### src/eifc_pkg.sv
// constants and types shared by the external interrupt and flag controller
`default_nettype none
package eifc_pkg;
   // register bus
   localparam int unsigned ADDR_W          = 2;
   localparam int unsigned DATA_W          = 8;
   localparam logic [1:0]  OFF_CONTROL     = 2'h0;
   localparam logic [1:0]  OFF_FLAGS       = 2'h1;
   localparam logic [1:0]  OFF_STATUS      = 2'h2;
   // interrupt_control fields
   localparam int unsigned BIT_PIN1_EN     = 7;
   localparam int unsigned BIT_PIN0_EN     = 6;
   localparam int unsigned BIT_LOW_EN      = 5;
   localparam int unsigned BIT_TOV_EN      = 4;
   localparam int unsigned BIT_PIN1_SENSE  = 2;
   localparam int unsigned BIT_PIN0_SENSE  = 0;
   // interrupt_flags fields
   localparam int unsigned BIT_PIN1_FLAG   = 7;
   localparam int unsigned BIT_PIN0_FLAG   = 6;
   localparam int unsigned BIT_TOV_FLAG    = 4;
   // status register: global enable
   localparam int unsigned BIT_GLOBAL_EN   = 7;
   // port pins shared with the external request inputs
   localparam int unsigned PORT_BIT_PIN0   = 3;
   localparam int unsigned PORT_BIT_PIN1   = 4;
   // program vector addresses
   localparam int unsigned VEC_W           = 10;
   localparam logic [9:0]  VEC_NONE        = 10'h000;
   localparam logic [9:0]  VEC_PIN0        = 10'h001;
   localparam logic [9:0]  VEC_PIN1        = 10'h002;
   localparam logic [9:0]  VEC_LOW_LEVEL   = 10'h003;
   localparam logic [9:0]  VEC_TIMER_OVF   = 10'h004;
   // reset values
   localparam logic [7:0]  RST_CONTROL     = 8'h00;
   localparam logic [7:0]  RST_PORT        = 8'hff;
   localparam logic        RST_PIN         = 1'b1;
   localparam logic        RST_FLAG        = 1'b0;
   localparam logic        RST_GLOBAL_EN   = 1'b0;
   localparam logic [7:0]  RST_RDATA       = 8'h00;
   // trigger selection for an external pin
   typedef enum logic [1:0] {
      EIFC_SENSE_LOW    = 2'b00,
      EIFC_SENSE_CHANGE = 2'b01,
      EIFC_SENSE_FALL   = 2'b10,
      EIFC_SENSE_RISE   = 2'b11
   } eifc_sense_e;
endpackage
`default_nettype wire

### src/eifc_pin_sense.sv
// synchroniser and trigger decode for one external request pin
`timescale 1ns/10ps
`default_nettype none
module eifc_pin_sense (
   input  wire logic        i_clk_sys,
   input  wire logic        i_rst_b,
   input  wire logic        i_pin,
   input  wire logic [1:0]  i_sense,
   output logic             o_edge_hit,
   output logic             o_pin_low
);
   logic sync1_reg, sync1_next;
   logic sync2_reg, sync2_next;
   logic prev_reg,  prev_next;

   ////////////////////////////////////////////////////////////////////////////////
   always_comb begin
      sync1_next = i_pin;
      sync2_next = sync1_reg;
      prev_next  = sync2_reg;
   end

   always_ff @(posedge i_clk_sys) begin
      if (!i_rst_b) begin
         sync1_reg <= eifc_pkg::RST_PIN;
         sync2_reg <= eifc_pkg::RST_PIN;
         prev_reg  <= eifc_pkg::RST_PIN;
      end else begin
         sync1_reg <= sync1_next;
         sync2_reg <= sync2_next;
         prev_reg  <= prev_next;
      end
   end

   ////////////////////////////////////////////////////////////////////////////////
   // edges judged on synchronised samples only, so one clock of pulse suffices
   always_comb begin
      o_pin_low = !sync2_reg;
      case (i_sense)
         eifc_pkg::EIFC_SENSE_LOW:    o_edge_hit = 1'b0;
         eifc_pkg::EIFC_SENSE_CHANGE: o_edge_hit = sync2_reg ^ prev_reg;
         eifc_pkg::EIFC_SENSE_FALL:   o_edge_hit = prev_reg & !sync2_reg;
         eifc_pkg::EIFC_SENSE_RISE:   o_edge_hit = !prev_reg & sync2_reg;
         default:                     o_edge_hit = 1'b0;
      endcase
   end
endmodule
`default_nettype wire

### src/ext_irq_flag_control.sv
// external pin, port low-level and timer interrupt enables, flags and vectoring
// Notes on behaviour
// control bit 7 enables pin 1 request, vector $002 when globally enabled
// control bit 6 enables pin 0 request, vector $001 when globally enabled
// control bit 5 enables port low-level request, vector $003
// port pins busy with a special function never raise low-level requests
// control bit 4 with overflow flag and global enable vectors to $004
// pin 1 sense bits 3:2 pick low, change, falling or rising trigger
// pin 0 sense bits 1:0 use the same four trigger encodings
// software disables a pin before changing its sense field
// pins are synchronised before edge detection; pulses over one clock caught
// level mode keeps requesting while the pin stays low
// flag bit 7 sets on pin 1 edge, reads zero in level mode
// flag bit 6 sets on pin 0 edge, reads zero in level mode
// edge flags clear on vector taken or written one; zero leaves them
// flag bit 4 sets on overflow, clears on vector taken or written one
// flag bits 5 and 3..0 read zero and ignore writes
// lowest vector address wins: pin 0, pin 1, low level, overflow
// taking a vector clears global enable; return from interrupt sets it
// flags stay pending while disabled; level requests last only while active
// reset clears enables, sense fields, flags and global enable
//
// Strobed register access and the register addresses were chosen for this implementation.
`timescale 1ns/10ps
`default_nettype none
module ext_irq_flag_control (
   input  wire logic        i_clk_sys,
   input  wire logic        i_rst_b,
   input  wire logic [1:0]  i_addr,
   input  wire logic [7:0]  i_wdata,
   input  wire logic        i_wr,
   input  wire logic        i_rd,
   output logic      [7:0]  o_rdata,
   input  wire logic        i_ext_pin0,
   input  wire logic        i_ext_pin1,
   input  wire logic [7:0]  i_port_pins,
   input  wire logic [7:0]  i_special_fn_mask,
   input  wire logic        i_timer_overflow,
   input  wire logic        i_irq_ack,
   input  wire logic        i_return_from_irq,
   output logic             o_irq_req,
   output logic      [9:0]  o_irq_vector,
   output logic             o_global_enable
);
   // set beats clear, so an event in the clearing cycle stays pending
   function automatic logic flag_upd(input logic cur, input logic set, input logic clr);
      flag_upd = set | (cur & !clr);
   endfunction

   logic [7:0] ctrl_reg,      ctrl_next;
   logic       pin0_flag_reg, pin0_flag_next;
   logic       pin1_flag_reg, pin1_flag_next;
   logic       tov_flag_reg,  tov_flag_next;
   logic       gie_reg,       gie_next;
   logic [7:0] port_s1_reg,   port_s1_next;
   logic [7:0] port_s2_reg,   port_s2_next;
   logic [7:0] rdata_reg,     rdata_next;
   logic       req_reg,       req_next;
   logic [9:0] vec_reg,       vec_next;

   logic       pin0_hit;
   logic       pin1_hit;
   logic       pin0_low;
   logic       pin1_low;
   logic [1:0] sense0;
   logic [1:0] sense1;
   logic       lvl0;
   logic       lvl1;
   logic [7:0] port_mask;
   logic       low_any;
   logic       rq_pin0;
   logic       rq_pin1;
   logic       rq_low;
   logic       rq_tov;
   logic       wr_flags;
   logic       taken;

   ////////////////////////////////////////////////////////////////////////////////
   assign sense0 = ctrl_reg[eifc_pkg::BIT_PIN0_SENSE +: 2];
   assign sense1 = ctrl_reg[eifc_pkg::BIT_PIN1_SENSE +: 2];

   eifc_pin_sense u_pin0 (
      .i_clk_sys  (i_clk_sys),
      .i_rst_b    (i_rst_b),
      .i_pin      (i_ext_pin0),
      .i_sense    (sense0),
      .o_edge_hit (pin0_hit),
      .o_pin_low  (pin0_low)
   );

   eifc_pin_sense u_pin1 (
      .i_clk_sys  (i_clk_sys),
      .i_rst_b    (i_rst_b),
      .i_pin      (i_ext_pin1),
      .i_sense    (sense1),
      .o_edge_hit (pin1_hit),
      .o_pin_low  (pin1_low)
   );

   ////////////////////////////////////////////////////////////////////////////////
   // request qualification and priority
   always_comb begin
      lvl0      = (sense0 == eifc_pkg::EIFC_SENSE_LOW);
      lvl1      = (sense1 == eifc_pkg::EIFC_SENSE_LOW);
      port_mask = i_special_fn_mask;
      port_mask[eifc_pkg::PORT_BIT_PIN0] = i_special_fn_mask[eifc_pkg::PORT_BIT_PIN0]
                                        | ctrl_reg[eifc_pkg::BIT_PIN0_EN];
      port_mask[eifc_pkg::PORT_BIT_PIN1] = i_special_fn_mask[eifc_pkg::PORT_BIT_PIN1]
                                        | ctrl_reg[eifc_pkg::BIT_PIN1_EN];
      low_any   = |(~port_s2_reg & ~port_mask);
      rq_pin0   = ctrl_reg[eifc_pkg::BIT_PIN0_EN] & (lvl0 ? pin0_low : pin0_flag_reg);
      rq_pin1   = ctrl_reg[eifc_pkg::BIT_PIN1_EN] & (lvl1 ? pin1_low : pin1_flag_reg);
      rq_low    = ctrl_reg[eifc_pkg::BIT_LOW_EN] & low_any;
      rq_tov    = ctrl_reg[eifc_pkg::BIT_TOV_EN] & tov_flag_reg;
      taken     = i_irq_ack & req_reg;
      // ack drops the request at once; core sees no stale vector
      req_next  = gie_reg & !taken & (rq_pin0 | rq_pin1 | rq_low | rq_tov);
      if (rq_pin0) begin
         vec_next = eifc_pkg::VEC_PIN0;
      end else if (rq_pin1) begin
         vec_next = eifc_pkg::VEC_PIN1;
      end else if (rq_low) begin
         vec_next = eifc_pkg::VEC_LOW_LEVEL;
      end else if (rq_tov) begin
         vec_next = eifc_pkg::VEC_TIMER_OVF;
      end else begin
         vec_next = eifc_pkg::VEC_NONE;
      end
   end

   ////////////////////////////////////////////////////////////////////////////////
   // register file, flags and global enable
   always_comb begin
      wr_flags     = i_wr && (i_addr == eifc_pkg::OFF_FLAGS);
      port_s1_next = i_port_pins;
      port_s2_next = port_s1_reg;
      ctrl_next    = ctrl_reg;
      if (i_wr && (i_addr == eifc_pkg::OFF_CONTROL)) begin
         ctrl_next = i_wdata;
      end
      // level mode keeps the edge flag at zero
      pin1_flag_next = lvl1 ? 1'b0 :
                       flag_upd(pin1_flag_reg, pin1_hit,
                                (wr_flags & i_wdata[eifc_pkg::BIT_PIN1_FLAG])
                                | (taken & (vec_reg == eifc_pkg::VEC_PIN1)));
      pin0_flag_next = lvl0 ? 1'b0 :
                       flag_upd(pin0_flag_reg, pin0_hit,
                                (wr_flags & i_wdata[eifc_pkg::BIT_PIN0_FLAG])
                                | (taken & (vec_reg == eifc_pkg::VEC_PIN0)));
      tov_flag_next  = flag_upd(tov_flag_reg, i_timer_overflow,
                                (wr_flags & i_wdata[eifc_pkg::BIT_TOV_FLAG])
                                | (taken & (vec_reg == eifc_pkg::VEC_TIMER_OVF)));
      if (taken) begin
         gie_next = 1'b0;
      end else if (i_return_from_irq) begin
         gie_next = 1'b1;
      end else if (i_wr && (i_addr == eifc_pkg::OFF_STATUS)) begin
         gie_next = i_wdata[eifc_pkg::BIT_GLOBAL_EN];
      end else begin
         gie_next = gie_reg;
      end
      rdata_next = 8'h00;
      if (i_rd) begin
         case (i_addr)
            eifc_pkg::OFF_CONTROL: rdata_next = ctrl_reg;
            eifc_pkg::OFF_FLAGS: begin
               rdata_next[eifc_pkg::BIT_PIN1_FLAG] = pin1_flag_reg;
               rdata_next[eifc_pkg::BIT_PIN0_FLAG] = pin0_flag_reg;
               rdata_next[eifc_pkg::BIT_TOV_FLAG]  = tov_flag_reg;
            end
            eifc_pkg::OFF_STATUS: rdata_next[eifc_pkg::BIT_GLOBAL_EN] = gie_reg;
            default:             rdata_next = 8'h00;
         endcase
      end
   end

   always_ff @(posedge i_clk_sys) begin
      if (!i_rst_b) begin
         ctrl_reg      <= eifc_pkg::RST_CONTROL;
         pin0_flag_reg <= eifc_pkg::RST_FLAG;
         pin1_flag_reg <= eifc_pkg::RST_FLAG;
         tov_flag_reg  <= eifc_pkg::RST_FLAG;
         gie_reg       <= eifc_pkg::RST_GLOBAL_EN;
         port_s1_reg   <= eifc_pkg::RST_PORT;
         port_s2_reg   <= eifc_pkg::RST_PORT;
         rdata_reg     <= eifc_pkg::RST_RDATA;
         req_reg       <= 1'b0;
         vec_reg       <= eifc_pkg::VEC_NONE;
      end else begin
         ctrl_reg      <= ctrl_next;
         pin0_flag_reg <= pin0_flag_next;
         pin1_flag_reg <= pin1_flag_next;
         tov_flag_reg  <= tov_flag_next;
         gie_reg       <= gie_next;
         port_s1_reg   <= port_s1_next;
         port_s2_reg   <= port_s2_next;
         rdata_reg     <= rdata_next;
         req_reg       <= req_next;
         vec_reg       <= vec_next;
      end
   end

   assign o_rdata         = rdata_reg;
   assign o_irq_req       = req_reg;
   assign o_irq_vector    = vec_reg;
   assign o_global_enable = gie_reg;
endmodule
`default_nettype wire

### config.mk
export PLATFORM = sky130hd
export DESIGN_NAME = ext_irq_flag_control
export DESIGN_NICKNAME = d
export VERILOG_FILES = /design/src/eifc_pkg.sv /design/src/eifc_pin_sense.sv /design/src/ext_irq_flag_control.sv
export SDC_FILE = /design/constraint.sdc
export NUM_CORES = 1
export LEC_CHECK = 0
export ABC_CLOCK_PERIOD_IN_PS = 1400
export BUFFER_PORTS_ARGS = -buffer_cell sky130_fd_sc_hd__buf_2
export CELL_PAD_IN_SITES_DETAIL_PLACEMENT = 0
export CELL_PAD_IN_SITES_GLOBAL_PLACEMENT = 1
export CORE_MARGIN = 3
export CORE_UTILIZATION = 37
export DETAILED_ROUTE_END_ITERATION = 10
export PLACE_DENSITY_LB_ADDON = 0.1
export REMOVE_ABC_BUFFERS = 1
export SETUP_SLACK_MARGIN = 0.15
export SLEW_MARGIN = 20
export SYNTH_ARGS = -nofsm -noshare
export SYNTH_HDL_FRONTEND = slang
export SYNTH_SLANG_ARGS = --single-unit
### constraint.sdc
create_clock -name i_clk_sys -period 1.4 [get_ports i_clk_sys]
set_input_delay 0.21 -clock i_clk_sys [delete_from_list [all_inputs] [get_ports i_clk_sys]]
set_output_delay 0.21 -clock i_clk_sys [all_outputs]
set_load 0.03 [all_outputs]
; After elaboration in Yosys (flattened, before gate mapping)
; Cells that the tools add are included.
[totals]
ff_bits = 46
in_bits = 35
elab_cells = 103
[op_classes]
eq_ne = 11
n_mux = 13
bitwise = 37
reduce_logical = 23
[op_table]
columns = operator, count
row1 = $and A1 B1 Y1, 20
row2 = $not A8 Y8, 2
row3 = $or A1 B1 Y1, 11
row4 = $eq A2 B2 Y1 const B, 5
row5 = $and A8 B8 Y8, 1
row6 = $logic_not A1 Y1, 8
row7 = $pmux W1 S4, 2
row8 = $reduce_or A2 Y1, 4
row9 = $reduce_or A8 Y1, 1
row10 = $eq A2 B1 Y1 const B, 3
row11 = $logic_not A2 Y1, 3
row12 = $mux W1, 5
row13 = $mux W2, 2
row14 = $pmux W1 S2, 2
row15 = $reduce_or A4 Y1, 1
row16 = $eq A3 B1 Y1 const B, 1
row17 = $eq A3 B2 Y1 const B, 1
row18 = $eq A3 B3 Y1 const B, 1
row19 = $logic_and A1 B1 Y1, 3
row20 = $mux W3, 1
row21 = $pmux W1 S3, 1
row22 = $reduce_and A3 Y1, 1
row23 = $reduce_and A2 Y1, 1
row24 = $reduce_bool A2 Y1, 1
row25 = 2 further kinds, 3

; Depth between registers and ports, before layout
[depth]
word_depth = 8
ltp_mapped = 5
ltp_nobuf = 5

; Modules after synthesis
; Synthesis repeated with hierarchy kept, for this count alone.
[unflattened]
hier_cells = 173
area_unflattened_um2 = 1769.2
[by_module_without_submodules]
columns = mod, n_inst, cells_per_inst, area_each_um2
row1 = ext_irq_flag_control, 1, 145, 1488.9
row2 = eifc_pin_sense, 2, 14, 140.1

; Worst setup path after synthesis
; No wires, ideal clock.
[synth_path]
kind = register -> register
from = register req_reg, in the netlist o_irq_req
to = register tov_flag_reg
setup_time_ns = 0.118
arrival_time_ns = 1.341
path_slack_ns = -0.059
stages_incl_launch_ff = 5
path_buffers = 0
period_less_slack_ns = 1.459
cell_sequence = dfxtp_1 nand2_1 or4b_1 a31oi_1 nor2_1
[synth_via]
elab_chain_cells = 6
[synth_lines]
columns = element, line
row1 = "start, declared", ext_irq_flag_control.sv:58  ; logic req_reg, req_next;
row2 = "start signal, assigned", ext_irq_flag_control.sv:198  ; req_reg <= req_next;
row3 = $and A1 B1 Y1, ext_irq_flag_control.sv:115  ; taken = i_irq_ack & req_reg;
row4 = $and A1 B1 Y1, ext_irq_flag_control.sv:152  ; | (taken & (vec_reg == eifc_pkg::VEC_TIMER_OVF)));
row5 = $or A1 B1 Y1, ext_irq_flag_control.sv:152
row6 = $logic_not A1 Y1, ext_irq_flag_control.sv:47  ; flag_upd = set | (cur & !clr);
row7 = $and A1 B1 Y1, ext_irq_flag_control.sv:47
row8 = $or A1 B1 Y1, ext_irq_flag_control.sv:47
row9 = "end signal, assigned", ext_irq_flag_control.sv:182  ; tov_flag_reg <= eifc_pkg::RST_FLAG;
row10 = "end signal, assigned", ext_irq_flag_control.sv:193  ; tov_flag_reg <= tov_flag_next;
row11 = "end, declared", ext_irq_flag_control.sv:53  ; logic tov_flag_reg, tov_flag_next;
; No other way between the ends.
; A chain may end at the register's enable or synchronous reset.

; Worst setup path after layout
[layout_path]
from = register ctrl_reg[2]
to = register req_reg, in the netlist o_irq_req
[layout_via]
elab_chain_cells = 7
[layout_lines]
columns = element, line
row1 = "start, declared", ext_irq_flag_control.sv:50  ; logic [7:0] ctrl_reg, ctrl_next;
row2 = "start signal, assigned", ext_irq_flag_control.sv:179  ; ctrl_reg <= eifc_pkg::RST_CONTROL;
row3 = "start signal, assigned", ext_irq_flag_control.sv:190  ; ctrl_reg <= ctrl_next;
row4 = $logic_not A2 Y1, ext_irq_flag_control.sv:104  ; lvl1 = (sense1 == eifc_pkg::EIFC_SENSE_LOW);
row5 = $mux W1, ext_irq_flag_control.sv:112  ; rq_pin1 = ctrl_reg[eifc_pkg::BIT_PIN1_EN] & (lvl1 ? pin1_low : pin1_flag_reg);
row6 = $and A1 B1 Y1, ext_irq_flag_control.sv:112
row7 = $or A1 B1 Y1 (3 in a row), ext_irq_flag_control.sv:117  ; req_next = gie_reg & !taken & (rq_pin0 | rq_pin1 | rq_low | rq_tov);
row8 = $and A1 B1 Y1, ext_irq_flag_control.sv:117
; No other way between the ends.

==> metrics.md <==
| Metric | Value |
|---|---|
| Fin. max-slew vios | `0` |
| PD cells | `approximately 1200 nW/um^2` |
| Mapped Area | `roughly 1700 sq um` |
| DPL Wire Length | `approximately 2.7 mm` |
| Syn Inst Count | `170` |
| Register area | `931 sq um` |
| Fmax | `751 MHz` |
| CP arrival | `between 1.5 and 2 ns` |
| First-pass GRT wire length | `5.58 mm` |
| Req. time, crit path | `between 1.5 and 2 ns` |
| N_diodes | `0` |
| H-tree depth | `2` |
| Hold crit path type | `in2reg` |
| Global route overflow | `0` |
| Initial Util | `roughly two fifths` |
| CORE AREA | `about 4400 sq um` |
| Tot Pwr | `2570 uW` |
| Ys Warns | `0` |
| Clock sink total | `46` |
| Row count | `24` |
| Detail Route Antenna Nets | `0` |
| Highest ir drop seen on vdd | `~0.00053 V` |
| Max-cap violations | `0` |
| Final core utilization | `between 40% and 50%` |
| Pre-CTS setup slack | `0.0198 ns` |
| Seq/Total Area, Yosys | `53.2%` |
| RSZ-0062 raised after global routing | `yes` |
| Area Growth Syn to Fin | `26.9%` |
| Die Area | `5530 sq um` |
| Main synth FF type | `dfxtp_1` |
| Layout cells sized above 1 | `approximately 33%` |
| I/O pin cnt | `55` |
| EDFF count, synth | `0` |
| WL met1 | `between 1.5 and 2 mm` |
| Final net count | `around 260` |
| Crit path buf inv count | `0` |
| Reg clk slew, reported paths | `0.09 ns` |
| GP Congestion | `0.732` |
| Vias in the first global route | `about 1,300` |
| CTS tree | `done` |
| Setup CP Type | `reg2reg` |
| Yosys reg bits | `between 40 and 50` |
| TNS Setup | `0 ns` |
| Crit start category | `flop` |
| Drt drc | `0` |
| Met3 Wirelength | `between 300 and 400 microns` |
| Status | `complete, no violations` |
| Drt first-iter violations | `46` |
| Die H | `74.4 microns` |
| Highest Signal Layer | `met4` |
| Synth cell types | `36` |
| Worst-Skew Late Latency | `0.30 ns` |
| Synth async-reset ratio | `0%` |
| Final worst setup slack | `between 0.06 and 0.07 ns` |
| First-pass DRT Iterations | `4` |
| Area occupied by multi-input gates | `between 700 and 800 sq um` |
| # setup viols final | `0` |
| Final WL | `approximately 3.5 mm` |
| Critical path endpoint category | `flop` |
| Synthesized area per cell | `approximately 10 sq um` |
| TritonCTS Buffers | `5` |
| Routed vias/inst | `4.81` |
| DR vias | `about 1,300` |
| Initial antenna violation count | `0` |
| Critical path's largest stage delay | `between 0.3 and 0.4 ns` |
| Critical path cell sequence | `or2_4 > a31oi_4 > a31oi_2 > o2111a_1` |
| IO Port Bufs | `47` |
| Width of the die | `74.4 microns` |
| LEAKAGE | `0.000986 uW` |
| Final hold vios | `0` |
| Largest net degree at the start of global routing | `28` |
| Minimum clock period | `1.33 ns` |
| CP max FO | `4` |
| Wire length on met2 | `roughly 1.6 mm` |
| Hold Buf Count CTS | `0` |
| Crit path max-delay family | `compound AO/OA/AOI/OAI gates` |
| Worst Clk Skew | `approximately 0.0042 ns` |
| Wire per inst | `around 13 microns` |
| Fill cells | `between 400 and 500` |
| GRT Total Usage | `around 13%` |
| Clock Tree Buf Depth | `2` |
| Post-route clock period utilization | `a little over nine tenths` |
| Max stage delay cell, worst path | `dfxtp_4` |
| Clock root cell | `clkbuf_8` |
==> report_power, final <==
| group | switching (uW) | leakage (uW) | internal, uW |
|---|---|---|---|
| clock | 448 | 0.0000504 | 531 |
| combinational | 119 | 0.000557 | 98.6 |
| sequential | 26.9 | 0.000379 | 1350 |
| total | 594 | 0.000986 | 1980 |
==> what timing repair did <==
item,CTS,global route
pin swaps,5,2
endpoints found under the setup margin,4,7
gates resized for setup,11,4
setup buffers,1,0
==> synth_stat cells, types with 4 or more instances <==
cell type | n | area (sq um)
and2_1 | 4 | 25.0
ha_1 | 4 | 50.1
inv_1 | 4 | 15.0
nand2b_1 | 22 | 138
mux2i_1 | 11 | 110
buf_4 | 7 | 52.6
nor3_1 | 4 | 20.0
nor2_1 | 14 | 52.6
nand2_1 | 13 | 48.8
dfxtp_1 | 46 | 921
==> through the flow <==
| step | hold WS [ns] | instance area, sq um | instances |
|---|---|---|---|
| 6_report | 0.0839 | 2200 | 277 |
| 5_1_grt | 0.0804 | 2200 | 277 |
| 4_1_cts | 0.0746 | 2180 | 277 |
| 3_5_place_dp | 0.391 | 2010 | 268 |
| 3_3_place_gp | 0.389 | 2010 | 268 |
| 2_1_floorplan | 0.272 | 1670 | 164 |
==> kinds of logic (layout without fill, tap and decap cells) <==
| family | count (synthesis) | in the layout | synth area share, % |
|---|---|---|---|
| AO/OA/AOI/OAI | 18 | 18 | 7.59 |
| AND/OR/NAND/NOR | 72 | 72 | 23.4 |
| adder cells (fa/ha/maj) | 4 | 4 | 2.89 |
| buffers and inverters | 17 | 66 | 5.71 |
| other | 1 | 7 | 0.217 |
| flip-flops | 46 | 46 | 53.2 |
| multiplexers | 12 | 12 | 7.01 |
==> placed cells by master (no fill, tap or decap), types with 2 or more instances in the layout <==
cell type   synthesis  final
buf_2               1     47
dfxtp_1            46     42
nand2b_1           22     22
nor2_1             14     14
nand2_1            13     12
mux2i_1            11     11
conb_1              1      7
buf_4               7      6
clkbuf_8            0      5
inv_1               4      4
and2_1              4      4
ha_1                4      4
o22ai_1             3      3
nor3_1              4      3
nand3b_1            3      3
or4b_1              3      3
o221ai_1            2      2
nand3_1             2      2
o21ai_0             2      2
a21oi_1             2      2
and3_1              2      2
clkinvlp_4          0      2
dfxtp_4             0      2
dfxtp_2             0      2
==> metal layers <==
layer  vias up  GRT usage, %
li1        668             -
met1       606          15.0
met2        52          22.0
met3         7          5.00
met4         0          7.11
met5         -             0
==> final timing paths <==
check | cells after the start | from | to | slack [ns]
worst max-delay path | 4 | ctrl_reg[2] | o_irq_req | 0.07
worst min-delay path | 2 | i_port_pins[0] | port_s1_reg[0] | 0.08
worst max register to register | 4 | ctrl_reg[2] | o_irq_req | 0.07
worst min register to register | 1 | port_s1_reg[4] | port_s2_reg[4] | 0.41
==> layout make-up <==
class / instances / share of cell area [%]
sequential: 46 / 42.4
clock inverter: 3 / 2.05
inverter: 5 / 0.855
multi-input combinational: 113 / 35.8
clock buffer: 5 / 3.13
tap: 52 / 2.96
timing repair buffer: 53 / 12.8
(Power assumes the default switching activity.)
